===== src/inc/spis_pkg.sv =====
package spis_pkg;

  // ********************************************************************
  // Timing
  // ********************************************************************
  localparam int unsigned CLK_HZ         = 10_000_000;
  localparam int unsigned TICK_PERIOD_US = 1000;
  localparam int unsigned TICK_CYCLES    =
    (TICK_PERIOD_US * (CLK_HZ / 1_000_000));
  localparam int unsigned STEP_TIMEOUT   = 65535;

  // ********************************************************************
  // Sizes and constants
  // ********************************************************************
  localparam int unsigned TICK_W    = 20;
  localparam int unsigned TMO_W     = 16;
  localparam int unsigned SERIAL_W  = 24;
  localparam int unsigned NATIVE_W  = 3;
  localparam logic [2:0]  NATIVE_MAX = 3'h4;
  localparam logic [TICK_W-1:0] TICK_ZERO = 20'h0_0000;
  localparam logic [TMO_W-1:0]  TMO_ZERO  = 16'h0000;

  // ********************************************************************
  // Step and error codes
  // ********************************************************************
  typedef enum logic [4:0] {
    SPIS_IDLE      = 5'b00000,
    SPIS_PWR_BASE  = 5'b00001,
    SPIS_DIAG_BASE = 5'b00010,
    SPIS_LOAD_SP   = 5'b00011,
    SPIS_DIAG_CONS = 5'b00100,
    SPIS_INIT_PCA  = 5'b00101,
    SPIS_FILL_CS   = 5'b00110,
    SPIS_READ_PROG = 5'b00111,
    SPIS_TEST_PATH = 5'b01000,
    SPIS_PWR_IPF   = 5'b01001,
    SPIS_PWR_CHAN  = 5'b01010,
    SPIS_PWR_CTCA  = 5'b01011,
    SPIS_PWR_REM   = 5'b01100,
    SPIS_INIT_IPF  = 5'b01101,
    SPIS_IML_IPF   = 5'b01110,
    SPIS_INIT_LCA  = 5'b01111,
    SPIS_READY     = 5'b10000,
    SPIS_ERROR     = 5'b10001
  } spis_step_e;

  typedef enum logic [2:0] {
    SPIS_ERR_NONE   = 3'b000,
    SPIS_ERR_TEST   = 3'b001,
    SPIS_ERR_POWER  = 3'b010,
    SPIS_ERR_SERIAL = 3'b011,
    SPIS_ERR_PARITY = 3'b100,
    SPIS_ERR_TMO    = 3'b101,
    SPIS_ERR_CONFIG = 3'b110
  } spis_err_e;

  // ********************************************************************
  // Carriers
  // ********************************************************************
  typedef struct packed {
    logic sp;
    logic diskette;
    logic io_adapters;
    logic ipf;
    logic channels;
    logic ctca;
    logic remote_dev;
  } spis_power_s;

  typedef struct packed {
    logic diag_base;
    logic load_sp;
    logic diag_cons;
    logic init_pca;
    logic fill_cs;
    logic read_prog;
    logic test_path;
    logic init_ipf;
    logic iml_ipf;
    logic init_lca;
  } spis_task_s;

  typedef struct packed {
    spis_step_e               step;
    spis_err_e                err;
    spis_power_s              pwr;
    logic                     cs_valid;
    logic                     iml_done;
    logic                     patch_busy;
    logic                     tick;
    logic [TICK_W-1:0]        tick_cnt;
    logic [TMO_W-1:0]         tmo_cnt;
    logic                     lamp_system;
    logic                     lamp_wait;
  } spis_state_s;

endpackage


===== src/core/spis_sequencer.sv =====
`timescale 1ns/1ps

// Notes on behaviour
// - Button powers support processor, diskette and I/O adapters first.
// - Run base self-tests; load support microcode only when all pass.
// - Test console adapters and power adapter; init power adapter if clean.
// - Fill control storage, read load program, test console path, then power.
// - In order: processor, channels, fitted channel adapter, remote devices.
// - Service mode toggles processor or channel adapter power on its own.
// - Init processor hardware at sequence end only if powering was clean.
// - Auto-load processor microcode after power-on only when option enabled.
// - Finally init local channel adapter and show general selection screen.
// - Diskette steered by embedded command bytes; no user path to drive.
// - Parity-check reloadable control storage while processor microcode is loaded.
// - Abort any microcode load when diskette and processor serials differ.
// - Temporary control storage patches are also written to the diskette.
// - Processor power-off clears processor control storage; support storage flag stays set.
// - At most four native devices; primary console with panel required.
// - Support bus adapter gives direct path to maintenance hardware.
// - Support bus adapter raises periodic power-monitoring tick.
// - Adapter drives system and wait lamps and serves lamp test.
module spis_sequencer (
  // Clock and reset
  input  wire logic                          sys_clk_in,
  input  wire logic                          rst_in,
  input  wire logic                          clk_en_in,
  // Operator panel
  input  wire logic                          power_on_btn_in,
  input  wire logic                          ce_mode_in,
  input  wire logic                          ce_ipf_toggle_in,
  input  wire logic                          ce_ctca_toggle_in,
  input  wire logic                          auto_iml_en_in,
  input  wire logic                          lamp_test_in,
  input  wire logic                          system_active_in,
  input  wire logic                          wait_state_in,
  // Configuration
  input  wire logic                          ctca_fitted_in,
  input  wire logic [spis_pkg::NATIVE_W-1:0] native_count_in,
  input  wire logic                          primary_console_in,
  input  wire logic [spis_pkg::SERIAL_W-1:0] proc_serial_in,
  input  wire logic [spis_pkg::SERIAL_W-1:0] disk_serial_in,
  input  wire logic                          power_good_in,
  // Step handshake with support microcode
  input  wire logic                          step_done_in,
  input  wire logic                          step_fail_in,
  input  wire logic                          iml_req_in,
  input  wire logic                          cs_parity_err_in,
  input  wire logic                          patch_req_in,
  input  wire logic                          patch_disk_done_in,
  // Maintenance path
  input  wire logic                          maint_req_in,
  output logic                               maint_grant_out,
  // Outputs
  output spis_pkg::spis_power_s              power_out,
  output spis_pkg::spis_task_s               task_out,
  output spis_pkg::spis_step_e               step_out,
  output spis_pkg::spis_err_e                err_out,
  output logic                               error_out,
  output logic                               ready_out,
  output logic                               selection_screen_out,
  output logic                               cs_valid_out,
  output logic                               patch_disk_write_out,
  output logic                               user_disk_allow_out,
  output logic                               pwr_mon_tick_out,
  output logic                               lamp_system_out,
  output logic                               lamp_wait_out
);

  spis_pkg::spis_state_s st_ff;
  spis_pkg::spis_state_s nxt_st;

  // ********************************************************************
  // Helpers
  // ********************************************************************
  function automatic spis_pkg::spis_task_s step_task(
    input spis_pkg::spis_step_e s
  );
    spis_pkg::spis_task_s t;
    t = '0;
    case (s)
      spis_pkg::SPIS_DIAG_BASE: t.diag_base = 1'b1;
      spis_pkg::SPIS_LOAD_SP:   t.load_sp   = 1'b1;
      spis_pkg::SPIS_DIAG_CONS: t.diag_cons = 1'b1;
      spis_pkg::SPIS_INIT_PCA:  t.init_pca  = 1'b1;
      spis_pkg::SPIS_FILL_CS:   t.fill_cs   = 1'b1;
      spis_pkg::SPIS_READ_PROG: t.read_prog = 1'b1;
      spis_pkg::SPIS_TEST_PATH: t.test_path = 1'b1;
      spis_pkg::SPIS_INIT_IPF:  t.init_ipf  = 1'b1;
      spis_pkg::SPIS_IML_IPF:   t.iml_ipf   = 1'b1;
      spis_pkg::SPIS_INIT_LCA:  t.init_lca  = 1'b1;
      default:                  t = '0;
    endcase
    return t;
  endfunction

  // Power steps complete on power good rather than a microcode handshake
  function automatic logic is_power_step(input spis_pkg::spis_step_e s);
    return (s == spis_pkg::SPIS_PWR_BASE) || (s == spis_pkg::SPIS_PWR_IPF) ||
           (s == spis_pkg::SPIS_PWR_CHAN) || (s == spis_pkg::SPIS_PWR_CTCA) ||
           (s == spis_pkg::SPIS_PWR_REM);
  endfunction

  function automatic logic serial_ok(
    input logic [spis_pkg::SERIAL_W-1:0] a,
    input logic [spis_pkg::SERIAL_W-1:0] b
  );
    return a == b;
  endfunction

  logic step_busy;
  logic step_ok;
  logic load_step;
  logic native_bad;
  logic tmo_hit;

  assign step_busy  = (st_ff.step != spis_pkg::SPIS_IDLE) &&
                      (st_ff.step != spis_pkg::SPIS_READY) &&
                      (st_ff.step != spis_pkg::SPIS_ERROR);
  assign step_ok    = is_power_step(st_ff.step) ? power_good_in
                                                : step_done_in;
  assign load_step  = (st_ff.step == spis_pkg::SPIS_LOAD_SP) ||
                      (st_ff.step == spis_pkg::SPIS_IML_IPF);
  assign native_bad = (native_count_in > spis_pkg::NATIVE_MAX) ||
                      !primary_console_in;
  assign tmo_hit    = (st_ff.tmo_cnt ==
                       spis_pkg::TMO_W'(spis_pkg::STEP_TIMEOUT));

  // ********************************************************************
  // Next state
  // ********************************************************************
  always_comb begin
    nxt_st      = st_ff;
    nxt_st.tick = 1'b0;

    if (st_ff.tick_cnt ==
        spis_pkg::TICK_W'(spis_pkg::TICK_CYCLES - 1)) begin
      nxt_st.tick_cnt = spis_pkg::TICK_ZERO;
      nxt_st.tick     = st_ff.pwr.sp;
    end else begin
      nxt_st.tick_cnt = st_ff.tick_cnt + 1'b1;
    end

    nxt_st.lamp_system = lamp_test_in || system_active_in;
    nxt_st.lamp_wait   = lamp_test_in || wait_state_in;

    nxt_st.tmo_cnt = step_busy ? st_ff.tmo_cnt + 1'b1 : spis_pkg::TMO_ZERO;

    case (st_ff.step)
      spis_pkg::SPIS_IDLE: begin
        if (power_on_btn_in) begin
          nxt_st.step            = spis_pkg::SPIS_PWR_BASE;
          nxt_st.err             = spis_pkg::SPIS_ERR_NONE;
          nxt_st.pwr.sp          = 1'b1;
          nxt_st.pwr.diskette    = 1'b1;
          nxt_st.pwr.io_adapters = 1'b1;
        end
      end
      spis_pkg::SPIS_READY: begin
        if (ce_mode_in && ce_ipf_toggle_in) begin
          nxt_st.pwr.ipf = !st_ff.pwr.ipf;
          // power off loses processor control storage
          if (st_ff.pwr.ipf) begin
            nxt_st.iml_done = 1'b0;
          end
        end
        if (ce_mode_in && ce_ctca_toggle_in && ctca_fitted_in) begin
          nxt_st.pwr.ctca = !st_ff.pwr.ctca;
        end
        if (iml_req_in && st_ff.pwr.ipf) begin
          nxt_st.step = spis_pkg::SPIS_IML_IPF;
        end
      end
      spis_pkg::SPIS_ERROR: begin
        if (power_on_btn_in) begin
          nxt_st.step = spis_pkg::SPIS_IDLE;
          nxt_st.iml_done = 1'b0;
        end
      end
      default: begin
        if (load_step && !serial_ok(disk_serial_in, proc_serial_in)) begin
          nxt_st.step = spis_pkg::SPIS_ERROR;
          nxt_st.err  = spis_pkg::SPIS_ERR_SERIAL;
        end else if (step_fail_in) begin
          nxt_st.step = spis_pkg::SPIS_ERROR;
          nxt_st.err  = is_power_step(st_ff.step) ?
                        spis_pkg::SPIS_ERR_POWER : spis_pkg::SPIS_ERR_TEST;
        end else if (tmo_hit) begin
          nxt_st.step = spis_pkg::SPIS_ERROR;
          nxt_st.err  = spis_pkg::SPIS_ERR_TMO;
        end else if (step_ok) begin
          nxt_st.tmo_cnt = spis_pkg::TMO_ZERO;
          case (st_ff.step)
            spis_pkg::SPIS_PWR_BASE:  nxt_st.step = spis_pkg::SPIS_DIAG_BASE;
            spis_pkg::SPIS_DIAG_BASE: nxt_st.step = spis_pkg::SPIS_LOAD_SP;
            spis_pkg::SPIS_LOAD_SP:   nxt_st.step = spis_pkg::SPIS_DIAG_CONS;
            // init power adapter only if clean
            spis_pkg::SPIS_DIAG_CONS: begin
              if (native_bad) begin
                nxt_st.step = spis_pkg::SPIS_ERROR;
                nxt_st.err  = spis_pkg::SPIS_ERR_CONFIG;
              end else begin
                nxt_st.step = spis_pkg::SPIS_INIT_PCA;
              end
            end
            spis_pkg::SPIS_INIT_PCA:  nxt_st.step = spis_pkg::SPIS_FILL_CS;
            spis_pkg::SPIS_FILL_CS: begin
              nxt_st.step     = spis_pkg::SPIS_READ_PROG;
              nxt_st.cs_valid = 1'b1;
            end
            spis_pkg::SPIS_READ_PROG: nxt_st.step = spis_pkg::SPIS_TEST_PATH;
            spis_pkg::SPIS_TEST_PATH: begin
              nxt_st.step    = spis_pkg::SPIS_PWR_IPF;
              nxt_st.pwr.ipf = 1'b1;
            end
            spis_pkg::SPIS_PWR_IPF: begin
              nxt_st.step         = spis_pkg::SPIS_PWR_CHAN;
              nxt_st.pwr.channels = 1'b1;
            end
            spis_pkg::SPIS_PWR_CHAN: begin
              if (ctca_fitted_in) begin
                nxt_st.step     = spis_pkg::SPIS_PWR_CTCA;
                nxt_st.pwr.ctca = 1'b1;
              end else begin
                nxt_st.step           = spis_pkg::SPIS_PWR_REM;
                nxt_st.pwr.remote_dev = 1'b1;
              end
            end
            spis_pkg::SPIS_PWR_CTCA: begin
              nxt_st.step           = spis_pkg::SPIS_PWR_REM;
              nxt_st.pwr.remote_dev = 1'b1;
            end
            spis_pkg::SPIS_PWR_REM:   nxt_st.step = spis_pkg::SPIS_INIT_IPF;
            spis_pkg::SPIS_INIT_IPF:  nxt_st.step = auto_iml_en_in ?
                                        spis_pkg::SPIS_IML_IPF :
                                        spis_pkg::SPIS_INIT_LCA;
            spis_pkg::SPIS_IML_IPF: begin
              nxt_st.iml_done = 1'b1;
              nxt_st.step     = st_ff.iml_done ? spis_pkg::SPIS_READY :
                                                 spis_pkg::SPIS_INIT_LCA;
            end
            spis_pkg::SPIS_INIT_LCA:  nxt_st.step = spis_pkg::SPIS_READY;
            default:                  nxt_st.step = spis_pkg::SPIS_ERROR;
          endcase
        end
      end
    endcase

    if (cs_parity_err_in && st_ff.iml_done &&
        st_ff.step != spis_pkg::SPIS_ERROR) begin
      nxt_st.step = spis_pkg::SPIS_ERROR;
      nxt_st.err  = spis_pkg::SPIS_ERR_PARITY;
    end

    if (patch_req_in && st_ff.step == spis_pkg::SPIS_READY) begin
      nxt_st.patch_busy = 1'b1;
    end else if (patch_disk_done_in) begin
      nxt_st.patch_busy = 1'b0;
    end
  end

  // ********************************************************************
  // State register
  // ********************************************************************
  always_ff @(posedge sys_clk_in) begin
    if (rst_in) begin
      st_ff <= '0;
    end else if (clk_en_in) begin
      st_ff <= nxt_st;
    end
  end

  // ********************************************************************
  // Outputs
  // ********************************************************************
  // native devices are never switched here
  assign power_out            = st_ff.pwr;
  assign task_out             = step_task(st_ff.step);
  assign step_out             = st_ff.step;
  assign err_out              = st_ff.err;
  assign error_out            = (st_ff.step == spis_pkg::SPIS_ERROR);
  assign ready_out            = (st_ff.step == spis_pkg::SPIS_READY);
  assign selection_screen_out = ready_out;
  assign cs_valid_out         = st_ff.cs_valid;
  assign patch_disk_write_out = st_ff.patch_busy;
  assign user_disk_allow_out  = 1'b0;
  assign maint_grant_out      = maint_req_in && st_ff.pwr.sp;
  assign pwr_mon_tick_out     = st_ff.tick;
  assign lamp_system_out      = st_ff.lamp_system;
  assign lamp_wait_out        = st_ff.lamp_wait;

endmodule


===== config.mk =====
export PLATFORM = sky130hd
export DESIGN_NAME = spis_sequencer
export DESIGN_NICKNAME = d
export VERILOG_FILES = /design/src/inc/spis_pkg.sv /design/src/core/spis_sequencer.sv
export SDC_FILE = /design/constraint.sdc
export NUM_CORES = 1
export LEC_CHECK = 0
export BUFFER_PORTS_ARGS = -buffer_cell sky130_fd_sc_hd__buf_2
export CORE_MARGIN = 2
export CORE_UTILIZATION = 52
export CTS_BUF_LIST = sky130_fd_sc_hd__clkbuf_16
export DETAILED_ROUTE_END_ITERATION = 8
export GPL_TIMING_DRIVEN = 1
export PLACE_DENSITY = 0.87
export SYNTH_ARGS = -nofsm -noshare
export SYNTH_HDL_FRONTEND = slang
export SYNTH_SLANG_ARGS = --single-unit

===== constraint.sdc =====
create_clock -name sys_clk_in -period 2.4 [get_ports sys_clk_in]
set_input_delay 0.36 -clock sys_clk_in [delete_from_list [all_inputs] [get_ports sys_clk_in]]
set_output_delay 0.36 -clock sys_clk_in [all_outputs]
set_load 0.05 [all_outputs]

==> results by group <==
Status
  • Outcome: finished, final reports clean

Layout
  • Non-filler cells in the finished layout: 610
  • Post-layout nets: 606
  • Commonest cells after routing, fill and taps aside: buf_2 (105), nor2_1 (54), dfxtp_1 (53), nand2_1 (37), xnor2_1 (30)
  • Area growth syn-to-layout: 22.5%
  • Diode count: 0
  • Core Util, Final: 66.2%
  • Commonest non-fill, non-tap cell in the layout: buf_2
  • Fraction of layout cells with a size suffix above 1: between 20% and 30%

Critical path
  • R2R Path End: st_ff[17]
  • Startpoint types: flop
  • Setup slack, reg-to-reg: 160 ps
  • Worst r2r src: st_ff[2]
  • CP Capture Point: st_ff[17]
  • WS Path Type: reg2reg
  • Req. time, crit path: between 2000 and 3000 ps
  • Critical path arrival: 2470 ps
  • Crit-path max FO: 6
  • R2R cell count: 9
  • CP Launch Point: st_ff[2]
  • Worst setup EP type: flop

Synthesis
  • Synth Instances: 433
  • Number of synthesized flops with an enable pin: 0
  • Sequential share of the synthesized area: between 30% and 40%
  • Syn nets: 507
  • Number of distinct library cells after synthesis: 67
  • Synth Flop Type: dfxtp_1
  • Synth warn: 0
  • Async SR Flop Fraction: 0%
  • Yosys reg bits: 55
  • Synth Cell Area: 3430 um^2
  • Mean Syn Cell Area: between 7 and 8 um^2

Timing
  • Tcrit/Tclk final: ~93%
  • Setup violators final: 0
  • Slew Viols, Final: 0
  • FMAX: around 450 MHz
  • Final Hold Fails: 0
  • Clk_skew: between 7 and 8 ps
  • Measured slew at the worst slew-check pin: 740 ps
  • Tmin final: 2240 ps
  • Slew headroom: about 50%

CTS
  • CTS Buffer Depth: 2
  • Clock Pin Slew Worst Setup and Hold Paths: 70 ps
  • Root Driver: clkbuf_16
  • H-tree depth: 2
  • CTS tree: built
  • Clock sink total: between 50 and 60
  • Worst-Skew Late Latency: 290 ps
  • CTS buffer count: 5

Placement
  • Dpl cells: around 600
  • Port bufs: 105
  • Routability cong.: between 0.8 and 0.9
  • Hpwl dp: 6930 um

Power
  • Peak supply drop: 0.510 mV
  • Pwr dens: between 600 and 700 nW/um^2
  • Leak: 1.75 nW

Floorplanning
  • Core area: 6350 um^2
  • Die Ht: ~85 um
  • Die width: 85.3 um
  • Initial Util: 54.1%
  • Row count: 29
  • Top-Level Pins: ~110
  • DIE AREA: 7270 um^2

Route
  • Vias per inst: 5.81
  • Initial DRC Count: 325
  • Routed WL: roughly 9000 um
  • Antenna Nets Post-Route: 0
  • Drt first pass iters: 5
  • Per-cell routed wire length: 14.9 um
  • Drt drc: 0
  • Vias: between 3k and 4k

Global route
  • GR Overflow Total: 0
  • GRT Total Usage: 24.8%
  • Vias in the first global route: around 3.3k
  • Global-route wire length before repair: 14900 um
  • Initial antenna violation count: 0
  • Largest net degree at the start of global routing: 21

Hold path
  • Hold Crit Class: in2reg

Flow run
  • Max-cap viol count: 0
==> repair_timing <==
item / in CTS / in global routing
pin swaps: 1 / 1
hold buffers: 0 / 0
gates cloned: 0 / 0
resized for setup: 0 / 7
endpoints found under the setup margin: 1 / 19
setup buffers: 3 / 1
==> power breakdown <==
part           internal [mW]  total, mW  switching (mW)
Combinational          0.348      0.954           0.607
Sequential             0.947      0.982          0.0344
Clock                  0.493      0.822           0.329
Total                   1.79       2.76           0.970
==> worst max-delay path, cell delays in order, from the launching register on <==
cell and delay, ps:
dfxtp_2 390, ha_4 170, nand4_1 160, nor4_4 310, nor2_1 130, a31o_2 280, buf_4 160, a21o_1 160
or3_1 340, o21ai_1 70
==> layout make-up <==
| type | instances | area [um^2] |
|---|---|---|
| inverters | 17 | 66.3 |
| repair buffers | 126 | 683 |
| clock inverters | 3 | 42.5 |
| multi-input cells | 327 | 2090 |
| flip-flops and latches | 55 | 1100 |
| clock buffers | 5 | 125 |
| fillers | 561 | 2140 |
| well taps | 77 | 96.3 |
==> cells by family (layout without fill, tap and decap cells) <==
family | count (synthesis) | in the layout | synth area share, %
AO/OA/AOI/OAI | 99 | 99 | 20.2
XOR/XNOR | 46 | 46 | 11.7
adder cells (fa/ha/maj) | 2 | 2 | 0.729
buffers and inverters | 51 | 151 | 8.05
flip-flops | 55 | 55 | 32.1
multiplexers | 3 | 3 | 1.02
other | 1 | 1 | 0.109
AND/OR/NAND/NOR | 176 | 176 | 26.1
==> routing by layer <==
| layer | wire length [um] | up-vias | track usage (%) | part of all wire [%] |
|---|---|---|---|---|
| met5 | 0 | - | 0 | 0 |
| met4 | 144 | 0 | 6.06 | 1.6 |
| met3 | 769 | 18 | 5.16 | 8.4 |
| met2 | 4580 | 166 | 45.2 | 50 |
| met1 | 3610 | 1634 | 29.6 | 40 |
| li1 | - | 1724 | - | - |
==> worst min path at each step <==
| stage | startpoint | to | cells after the start | slack, ps |
|---|---|---|---|---|
| after global routing | patch_req_in | patch_disk_write_out | 3 | 360 |
| final | patch_req_in | patch_disk_write_out | 3 | 340 |
| after floorplan | err_out[0] | err_out[0] | 2 | 430 |
| after CTS | patch_req_in | patch_disk_write_out | 3 | 350 |
| after detailed placement | cs_valid_out | cs_valid_out | 2 | 450 |
| after global placement | cs_valid_out | cs_valid_out | 2 | 440 |
==> metrics by stage <==
step | setup slack, ps | hold slack [ps] | setup TNS [ps] | power (mW) | cell area, um^2
floorplan | 142 | 429 | 0 | 1.68 | 3440
global placement | 178 | 438 | 0 | 1.91 | 3980
detailed placement | 10.9 | 448 | 0 | 1.93 | 3980
CTS | 40.3 | 346 | 0 | 2.75 | 4170
global route | -5.91 | 358 | -5.91 | 2.88 | 4210
finish | 160 | 343 | 0 | 2.76 | 4210
==> cells in the mapped netlist (all sizes together), types with 11 or more instances <==
library cell  count  share of area (%)
a21oi            21                3.5
a31oi            11                2.4
buf              24                5.0
dfxtp            55                 32
inv              17                1.9
nand2            37                4.0
nand3            19                2.9
nand4            14                2.6
nor2             55                6.1
nor3             12                2.0
nor4             11                2.6
o21ai            24                3.5
xnor2            30                7.7
xor2             16                4.1
==> flip-flops by register name (all words and copies together) (netlist names) <==
name                  flops
st_ff                    37
power_out                 5
step_out                  5
err_out                   3
cs_valid_out              1
lamp_system_out           1
lamp_wait_out             1
patch_disk_write_out      1
pwr_mon_tick_out          1
Note: power is estimated with default switching activity, not from simulation.
